File: config.mk
export PLATFORM = sky130hd
export DESIGN_NAME = bss_boot_select
export DESIGN_NICKNAME = d
export VERILOG_FILES = /design/src/rtl/bss_pkg.sv /design/src/rtl/bss_boot_select.sv /design/src/rtl/bss_avalon_slave.sv
export VERILOG_INCLUDE_DIRS = /design/src /design/src/rtl
export SDC_FILE = /design/constraint.sdc
export NUM_CORES = 1
export LEC_CHECK = 0
export BUFFER_PORTS_ARGS = -buffer_cell sky130_fd_sc_hd__buf_2
export CAP_MARGIN = 40
export CORE_MARGIN = 5
export CORE_UTILIZATION = 45
export DETAILED_ROUTE_END_ITERATION = 6
export PLACE_DENSITY = 0.79
export SYNTH_ARGS = -nofsm -noshare
export SYNTH_HDL_FRONTEND = slang
export SYNTH_HIERARCHICAL = 1
export SYNTH_SLANG_ARGS = --single-unit
File: constraint.sdc
create_clock -name clk_i -period 2.14 [get_ports clk_i]
set_clock_uncertainty 0.1 [all_clocks]
set_input_delay 0.535 -clock clk_i [delete_from_list [all_inputs] [get_ports clk_i]]
set_output_delay 0.535 -clock clk_i [all_outputs]
set_load 0.01 [all_outputs]
File: src/rtl/bss_consts.svh
// constants for the boot source selector: switch patterns, fuse encodings, register map
// assumes inclusion by the rtl modules and the bench side
`ifndef BSS_CONSTS_SVH
`define BSS_CONSTS_SVH

// *****************************************************************
// switch patterns, bit 0 is switch 1
// *****************************************************************
`define BSS_SW_EMMC        8'h4A
`define BSS_SW_QSPI        8'h01
`define BSS_SW_SD1         8'h84

// *****************************************************************
// fuse source field encodings
// *****************************************************************
`define BSS_FUSE_SRC_EMMC  2'h0
`define BSS_FUSE_SRC_QSPI  2'h1
`define BSS_FUSE_SRC_SD1   2'h2
`define BSS_FUSE_SRC_NONE  2'h3

// *****************************************************************
// register map
// *****************************************************************
`define BSS_REG_STATUS     4'h0
`define BSS_REG_SWITCH     4'h4
`define BSS_REG_CTRL       4'h8
`define BSS_CTRL_RESET     1'b0

// *****************************************************************
// status word field positions
// *****************************************************************
`define BSS_STAT_MODE_LSB  0
`define BSS_STAT_SRC_LSB   2
`define BSS_STAT_VALID     5
`define BSS_STAT_OVERRIDE  6
`define BSS_STAT_HIGH      7
`define BSS_STAT_RECOVERY  8

`endif

File: src/rtl/bss_pkg.sv
// types shared by the boot source selector
// assumes bss_consts.svh on the include path
package bss_pkg;

    // *****************************************************************
    // decoded boot mode
    // *****************************************************************
    typedef enum logic [1:0] {
        BSS_MODE_FUSE   = 2'b00,
        BSS_MODE_STRAP  = 2'b01,
        BSS_MODE_USB    = 2'b10,
        BSS_MODE_BAD    = 2'b11
    } bss_mode_t;

    // *****************************************************************
    // decoded boot source
    // *****************************************************************
    typedef enum logic [2:0] {
        BSS_SRC_EMMC  = 3'b000,
        BSS_SRC_QSPI  = 3'b001,
        BSS_SRC_SD1   = 3'b010,
        BSS_SRC_USB   = 3'b011,
        BSS_SRC_NONE  = 3'b100
    } bss_src_t;

    // *****************************************************************
    // sampling sequence
    // *****************************************************************
    typedef enum logic [2:0] {
        BSS_ST_RESET  = 3'b001,
        BSS_ST_SAMPLE = 3'b010,
        BSS_ST_HOLD   = 3'b100
    } bss_state_t;

endpackage : bss_pkg

File: src/rtl/bss_boot_select.sv
// top of the boot source selector: samples straps, switches and fuses after reset
// assumes strap and switch inputs are static, synchronous levels (1 = pulled high / switch on)
//
// The register offsets and the Avalon-MM slave port are this design's own decisions.
`timescale 1ns/10ps
`include "bss_consts.svh"

// Function
// - both mode straps floating (high strap low, low strap high): boot from programmed fuses.
// - high strap pulled up, others floating: boot from configuration switches.
// - recovery strap low, high mode strap floating: enter usb download mode.
// - fuse override set in switch boot: use fuse settings, ignore switches.
// - low mode strap is driven from the recovery strap line inside.
// - normal boot is emmc on card port three, chosen by fuses.
module bss_boot_select
    import bss_pkg::*;
(
    // clock and reset
    input  wire logic                clk_i,
    input  wire logic                reset_i,
    // straps and switches
    input  wire logic                boot_strap_high_i,
    input  wire logic                recovery_strap_n_i,
    input  wire logic [7:0]          slider_switch_i,
    // fuses
    input  wire logic                fuse_boot_override_i,
    input  wire logic [1:0]          fuse_boot_src_i,
    // avalon-mm
    input  wire logic [3:0]          avs_address_i,
    input  wire logic                avs_read_i,
    input  wire logic                avs_write_i,
    input  wire logic [31:0]         avs_writedata_i,
    input  wire logic [3:0]          avs_byteenable_i,
    output logic      [31:0]         avs_readdata_o,
    output logic                     avs_waitrequest_o,
    // decoded result
    output bss_pkg::bss_mode_t       boot_mode_o,
    output bss_pkg::bss_src_t        boot_src_o,
    output logic                     boot_strap_low_o,
    output logic                     boot_valid_o
);
    import bss_pkg::*;

    // *****************************************************************
    // internal wiring of the low strap
    // *****************************************************************
    logic boot_strap_low;
    assign boot_strap_low   = recovery_strap_n_i;
    assign boot_strap_low_o = boot_strap_low;

    // *****************************************************************
    // decode functions
    // *****************************************************************
    function automatic bss_src_t switch_src(input logic [7:0] sw);
        bss_src_t s;
        s = BSS_SRC_NONE;
        if (sw == `BSS_SW_EMMC) begin
            s = BSS_SRC_EMMC;
        end else if (sw == `BSS_SW_QSPI) begin
            s = BSS_SRC_QSPI;
        end else if (sw == `BSS_SW_SD1) begin
            s = BSS_SRC_SD1;
        end
        return s;
    endfunction : switch_src

    function automatic bss_src_t fuse_src(input logic [1:0] f);
        bss_src_t s;
        s = BSS_SRC_NONE;
        unique case (f)
            `BSS_FUSE_SRC_EMMC: s = BSS_SRC_EMMC;
            `BSS_FUSE_SRC_QSPI: s = BSS_SRC_QSPI;
            `BSS_FUSE_SRC_SD1:  s = BSS_SRC_SD1;
            `BSS_FUSE_SRC_NONE: s = BSS_SRC_NONE;
        endcase
        return s;
    endfunction : fuse_src

    // *****************************************************************
    // combinational decode of the live levels
    // *****************************************************************
    bss_mode_t next_mode;
    bss_src_t  next_src;

    // the strap pair is {recovery line, high strap}; every code is decoded,
    // so a floating level modelled either way still yields a defined mode
    always_comb begin
        next_mode = BSS_MODE_BAD;
        next_src  = BSS_SRC_NONE;
        unique case ({recovery_strap_n_i, boot_strap_high_i})
            2'b00: begin
                next_mode = BSS_MODE_USB;
                next_src  = BSS_SRC_USB;
            end
            2'b11: begin
                next_mode = BSS_MODE_STRAP;
                next_src  = fuse_boot_override_i ? fuse_src(fuse_boot_src_i)
                                                 : switch_src(slider_switch_i);
            end
            2'b10: begin
                next_mode = BSS_MODE_FUSE;
                next_src  = fuse_src(fuse_boot_src_i);
            end
            2'b01: begin
                // high strap fitted with the recovery jumper in: pick no source
                next_mode = BSS_MODE_BAD;
                next_src  = BSS_SRC_NONE;
            end
        endcase
    end

    // *****************************************************************
    // sampling sequence
    // *****************************************************************
    bss_state_t state;
    bss_state_t next_state;
    logic       relatch;
    logic       sample_now;

    always_comb begin
        next_state = BSS_ST_RESET;
        unique case (state)
            BSS_ST_RESET:  next_state = BSS_ST_SAMPLE;
            BSS_ST_SAMPLE: next_state = BSS_ST_HOLD;
            BSS_ST_HOLD:   next_state = relatch ? BSS_ST_SAMPLE : BSS_ST_HOLD;
            default:       next_state = BSS_ST_RESET;
        endcase
    end

    always_ff @(posedge clk_i) begin
        if (reset_i) begin
            state <= BSS_ST_RESET;
        end else begin
            state <= next_state;
        end
    end

    // the only cycle in which the live levels are taken; one idle state after
    // release lets the carrier levels settle before they are used
    assign sample_now = (state == BSS_ST_SAMPLE);

    // *****************************************************************
    // captured result
    // *****************************************************************
    always_ff @(posedge clk_i) begin
        if (reset_i) begin
            boot_mode_o  <= BSS_MODE_FUSE;
            boot_src_o   <= BSS_SRC_NONE;
            boot_valid_o <= 1'b0;
        end else if (sample_now) begin
            boot_mode_o  <= next_mode;
            boot_src_o   <= next_src;
            boot_valid_o <= 1'b1;
        end
    end

    // raw levels seen at the same sample, kept for software
    logic [7:0] switch_seen;
    logic       override_seen;
    logic       high_seen;
    logic       recovery_seen;

    always_ff @(posedge clk_i) begin
        if (reset_i) begin
            switch_seen   <= 8'h00;
            override_seen <= 1'b0;
            high_seen     <= 1'b0;
            recovery_seen <= 1'b1;
        end else if (sample_now) begin
            switch_seen   <= slider_switch_i;
            override_seen <= fuse_boot_override_i;
            high_seen     <= boot_strap_high_i;
            recovery_seen <= recovery_strap_n_i;
        end
    end

    // *****************************************************************
    // register words
    // *****************************************************************
    logic [31:0] status_word;
    logic [31:0] switch_word;

    // status fields by position, unused bits read as zero
    always_comb begin
        status_word                          = 32'h0000_0000;
        status_word[`BSS_STAT_MODE_LSB +: 2] = boot_mode_o;
        status_word[`BSS_STAT_SRC_LSB +: 3]  = boot_src_o;
        status_word[`BSS_STAT_VALID]         = boot_valid_o;
        status_word[`BSS_STAT_OVERRIDE]      = override_seen;
        status_word[`BSS_STAT_HIGH]          = high_seen;
        status_word[`BSS_STAT_RECOVERY]      = recovery_seen;
    end

    assign switch_word = {24'h00_0000, switch_seen};

    // *****************************************************************
    // register slave
    // *****************************************************************

    bss_avalon_slave u_slave (
        .clk_i             (clk_i),
        .reset_i           (reset_i),
        .avs_address_i     (avs_address_i),
        .avs_read_i        (avs_read_i),
        .avs_write_i       (avs_write_i),
        .avs_writedata_i   (avs_writedata_i),
        .avs_byteenable_i  (avs_byteenable_i),
        .avs_readdata_o    (avs_readdata_o),
        .avs_waitrequest_o (avs_waitrequest_o),
        .status_word_i     (status_word),
        .switch_word_i     (switch_word),
        .relatch_o         (relatch)
    );

endmodule : bss_boot_select

File: src/rtl/bss_avalon_slave.sv
// avalon-mm register slave for the boot source selector
// assumes a master that holds its request until waitrequest is seen low
`timescale 1ns/10ps
`include "bss_consts.svh"

module bss_avalon_slave (
    // clock and reset
    input  wire logic        clk_i,
    input  wire logic        reset_i,
    // avalon-mm
    input  wire logic [3:0]  avs_address_i,
    input  wire logic        avs_read_i,
    input  wire logic        avs_write_i,
    input  wire logic [31:0] avs_writedata_i,
    input  wire logic [3:0]  avs_byteenable_i,
    output logic      [31:0] avs_readdata_o,
    output logic             avs_waitrequest_o,
    // register contents
    input  wire logic [31:0] status_word_i,
    input  wire logic [31:0] switch_word_i,
    output logic             relatch_o
);
    // *****************************************************************
    // one wait state on every access, answer in the second cycle
    // *****************************************************************
    logic done;

    always_ff @(posedge clk_i) begin
        if (reset_i || done) begin
            done <= 1'b0;
        end else begin
            done <= avs_read_i | avs_write_i;
        end
    end

    assign avs_waitrequest_o = (avs_read_i | avs_write_i) & ~done;

    always_ff @(posedge clk_i) begin
        if (reset_i) begin
            avs_readdata_o <= 32'h0000_0000;
        end else if (avs_read_i && !done) begin
            unique case (avs_address_i)
                `BSS_REG_STATUS: avs_readdata_o <= status_word_i;
                `BSS_REG_SWITCH: avs_readdata_o <= switch_word_i;
                default:         avs_readdata_o <= 32'h0000_0000;
            endcase
        end
    end

    // writing 1 to ctrl bit 0 requests a fresh sample of the straps
    always_ff @(posedge clk_i) begin
        if (reset_i) begin
            relatch_o <= `BSS_CTRL_RESET;
        end else begin
            relatch_o <= avs_write_i && done && avs_address_i == `BSS_REG_CTRL
                         && avs_byteenable_i[0] && avs_writedata_i[0];
        end
    end

endmodule : bss_avalon_slave

Word-level counts from Yosys, hierarchy flattened
Cells that the tools add are included.
- register bits after elaboration: 54
- input port bits: 57
- output and inout port bits: 40
- word-level logic and storage cells: 48
- eq/ne operators: 14
- muxes and demuxes: 10
- bitwise logic cells: 3
- reduce and logical (&&, ||, !) cells: 10
- operator list (operator ; number):
    $pmux W3 S4 ; 2
    $pmux W9 S2 ; 1
    $mux W3 ; 5
    $pmux W3 S3 ; 1
    $eq A2 B2 Y1 const B ; 4
    $eq A8 B1 Y1 const B ; 1
    $eq A8 B7 Y1 const B ; 1
    $eq A8 B8 Y1 const B ; 1
    $pmux W2 S4 ; 1
    $logic_and A1 B1 Y1 ; 5
    $eq A2 B1 Y1 const B ; 2
    $eq A4 B3 Y1 const B ; 1
    $eq A4 B4 Y1 const B ; 1
    $logic_not A2 Y1 ; 2
    $logic_not A4 Y1 ; 1
    $eq A3 B1 Y1 const B ; 1
    $eq A3 B2 Y1 const B ; 1
    $eq A3 B3 Y1 const B ; 1
    $and A1 B1 Y1 ; 1
    $logic_not A1 Y1 ; 1
    $logic_or A1 B1 Y1 ; 1
    $not A1 Y1 ; 1
    $or A1 B1 Y1 ; 1

Longest topological paths before layout
- word-level depth: 6
- depth in mapped cells: 6
- mapped depth without buffers: 4

By module
Netlist, hierarchy kept.
- modules (own cells, without submodules) (module ; instances ; cells each ; area each (sq um) ; sequential area each (sq um)):
    bss_avalon_slave ; 1 ; 118 ; 1622.8 ; 680.7
    bss_boot_select ; 1 ; 108 ; 902.1 ; 400.4

Least setup slack after synthesis
No wires, ideal clock.
- path kind: input to register
- start point: input port avs_address_i[1]
- end point: register u_slave.avs_readdata_o[0]
- library setup time: 68 ps
- arrival time: 1823 ps
- required time: 1972 ps
- path slack: 149 ps
- stages on the path: 5
- path buffers: 2
- path through: or3_1 -> or4b_4 -> buf_6 -> buf_12 -> o2bb2ai_2
- word-level cells in the longest chain between the ends: 2
- elaborated cells on any way between the ends: 3
- classes of those cells: eq/ne: 1; mux: 1; reduce/logical: 1
- ends and longest elaborated chain (what ; line ; text):
    start, declared ; bss_boot_select.sv:29 ; input wire logic [3:0] avs_address_i,
    $eq A4 B3 Y1 / $logic_not A4 Y1 (equally long branches) ; bss_avalon_slave.sv:42 ; unique case (avs_address_i)
    $pmux W9 S2 (*) ; bss_avalon_slave.sv:42 ;
    end signal, assigned ; bss_avalon_slave.sv:43 ; `BSS_REG_STATUS: avs_readdata_o <= status_word_i;
    end signal, assigned ; bss_avalon_slave.sv:44 ; `BSS_REG_SWITCH: avs_readdata_o <= switch_word_i;
    end, declared ; bss_avalon_slave.sv:16 ; output logic [31:0] avs_readdata_o,
Mark *: on every way between the ends. The rest lies on a longest branch, timed or not.
A chain may end at the register's enable or synchronous reset.

Worst setup path in the final report
- start point: input port avs_address_i[1]
- end point: register u_slave.avs_readdata_o[5]
Same word-level chain as after synthesis.

==> flow_metrics.tcl <==
set metrics [dict create \
    finalInstanceArea_um2 3120 \
    numCtsBuffers 5 \
    hold_buffers 0 \
    rsz0062_at_grt "no" \
    cts_resized 0 \
    hpwl_um 3750 \
    drive_gt1_share_pct 35.0 \
    timing.setup.tns_ns 0 \
    io_pins 97 \
    antenna_found_initial 0 \
    power.switching_w 0.000535 \
    gr-total-overflow 0 \
    tightest_slew_ns 0.573 \
    synthFlopType "dfxtp_1" \
    die_y_um 84.9 \
    dr.first_iter.drc_count 83 \
    die_w_um 84.9 \
    slew_viol_final 0 \
    n_antenna_cell 0 \
    via_count 1883 \
    clockPowerShare_pct 33.7 \
    port_buffers 62 \
    critical_path_class "input pin to flip-flop" \
    gr-usage-all-layers_pct 14.8 \
    max_freq_mhz 590 \
    synth_async_sr_flop_share_pct 0 \
    end_kind "flip-flop" \
    synth_area_um2 2520 \
    synth_seq_cells 54 \
    cp.arrival_ns 1.84 \
    synth_edf_count 0 \
    seq_area_frac_synth_pct 42.8 \
    start_util_pct 46.1 \
    gp_congestion 0.824 \
    synth_cells 226 \
    hold_violations 0 \
    fin_nets 385 \
    grt_max_degree 24 \
    routed_wirelength_um 5110 \
    cts_sinks 54 \
    netSwitchingFraction_pct 26.1 \
    synth_common_cells "54 x dfxtp_1, 33 x mux2i_1, 30 x o2bb2ai_2" \
    synth.most_common_cell "dfxtp_1" \
    synthTopCellsByArea "dfxtp_1 43%, o2bb2ai_2 18%, mux2i_1 13%, nand2_1 4.0%, a21oi_1 3.0%" \
    core_area_um2 5470 \
    setup-violations-final 0 \
    synthToLayoutAreaGrowth_pct 23.7 \
    clock-root-buffer "clkbuf_8" \
    max-vdd-ir-drop_mv 0.266 \
    postRouteAntennaNets 0 \
    synth_top_area_share_pct 42.8 \
    dieArea_um2 7210 \
    power.leakage_nw 1.43 \
    grt_pass1_vias 1826 \
    startpoint_type "input pin" \
    synth_cell_types 43 \
    via_per_inst 4.70 \
    power_frac_comb_pct 13.7 \
    period_share_pct 79.2 \
    synth_top_area_cell "dfxtp_1" \
    drv_cap 0 \
    total_power_w 0.00205 \
    cts_tree "built" \
    min_path_type "flip-flop to flip-flop" \
    avgSynthCellArea_um2 11.2 \
    drc 0 \
    seqPwrFrac_pct 52.6 \
    postCtsSetupBuffers 0 \
    cts_buffer_depth 2 \
    worstSkewPairLatency_ns 0.30 \
    firstDrtPassIters 4 \
    relSlewSlack_pct 61.8 \
    required_ns 2.29 \
    p_per_area_nw_per_um2 657 \
    rows 27 \
    ys_warn_count 6 \
    p_int_w 0.00152 \
    grt_pass1_wl_um 8640 \
    status "finished, final reports clean" \
    cp_max_fo 11 \
    wire_per_inst_um 12.7 \
    dpl-instance-area_um2 3010 \
    period_needed_ns 1.70 \
    htreeDepth 2 \
    path_clk_slew_ns 0.10 \
]
==> stage by stage <==
step / cells / hold WS (ns) / setup WS (ns) / util [%]
after floorplan: 272 / 0.322 / 0.149 / -
after global placement: 393 / 0.335 / 0.128 / 54.9
after detailed placement: 393 / 0.336 / 0.121 / 54.9
after CTS: 401 / 0.351 / 0.450 / 57.1
after global routing: 401 / 0.364 / 0.360 / 57.1
final: 401 / 0.349 / 0.445 / 57.1
==> power groups by stage <==
stage / clock (W) / sequential, W / combinational (W)
3_3_place_gp: 0 / 0.00110 / 0.000274
5_1_grt: 0.000775 / 0.00109 / 0.000314
2_1_floorplan: 0 / 0.00110 / 0.000202
4_1_cts: 0.000723 / 0.00108 / 0.000281
3_5_place_dp: 0 / 0.00110 / 0.000281
6_report: 0.000692 / 0.00108 / 0.000281
==> metal layers <==
metal,vias up,track usage [%],wire (um)
met3,5,4.17,261
met1,850,18.7,2330
met4,0,5.18,57
li1,991,-,-
met2,37,24.1,2470
met5,-,0,0
==> final timing paths <==
| path | cells after the start | to | from | slack, ns |
|---|---|---|---|---|
| max | 4 | u_slave/avs_readdata_o[5] | avs_address_i[1] | 0.44 |
| min | 2 | recovery_seen | recovery_seen | 0.35 |
| min reg2reg | 2 | recovery_seen | recovery_seen | 0.35 |
| max reg2reg | 4 | boot_src_o[1] | state[2] | 0.50 |
==> critical path: stages <==
cell       delay (ns)
buf_2            0.09
or3_1            0.38
or4b_4           0.66
o2bb2ai_2        0.17
==> flip-flops by register name (all words and copies together) (netlist names), 2 cells and up <==
signal	cells
boot_src_o	3
state	3
u_slave/avs_readdata_o	32
switch_seen	8
boot_mode_o	2
==> cells by family after synthesis <==
logic type	share of synthesized area, %
other	0.149
buffers and inverters	6.29
AOI/OAI and AO/OA	25.9
muxes	13.5
and+or+nand+nor	11.0
DFF	42.8
xor gates and xnor gates	0.347
==> layout by cell type (no fill, tap or decap), types with 2 or more instances in the layout <==
cell type / Yosys / routed
nand3_1: 2 / 2
inv_1: 3 / 3
o2bb2ai_2: 30 / 30
and3b_1: 2 / 2
nor3_1: 3 / 3
mux2i_1: 33 / 33
nor2_1: 7 / 7
a21oi_1: 15 / 14
o2bb2ai_1: 2 / 2
nand4_1: 2 / 2
dfxtp_1: 54 / 54
o21ai_0: 2 / 2
clkbuf_8: 0 / 5
conb_1: 1 / 47
nand2_1: 27 / 27
buf_2: 0 / 62
o211ai_1: 2 / 2
buf_4: 3 / 6
==> final cells by class <==
type | count | area (um^2)
Clock buffer | 5 | 68.8
Clock inverter | 3 | 47.5
Fill cell | 494 | 2350
Inverter | 3 | 11.3
Multi-Input combinational cell | 196 | 1470
Sequential cell | 54 | 1080
Tap cell | 72 | 90.1
Timing Repair Buffer | 68 | 355
No activity file was read; power rests on OpenSTA's default activity.
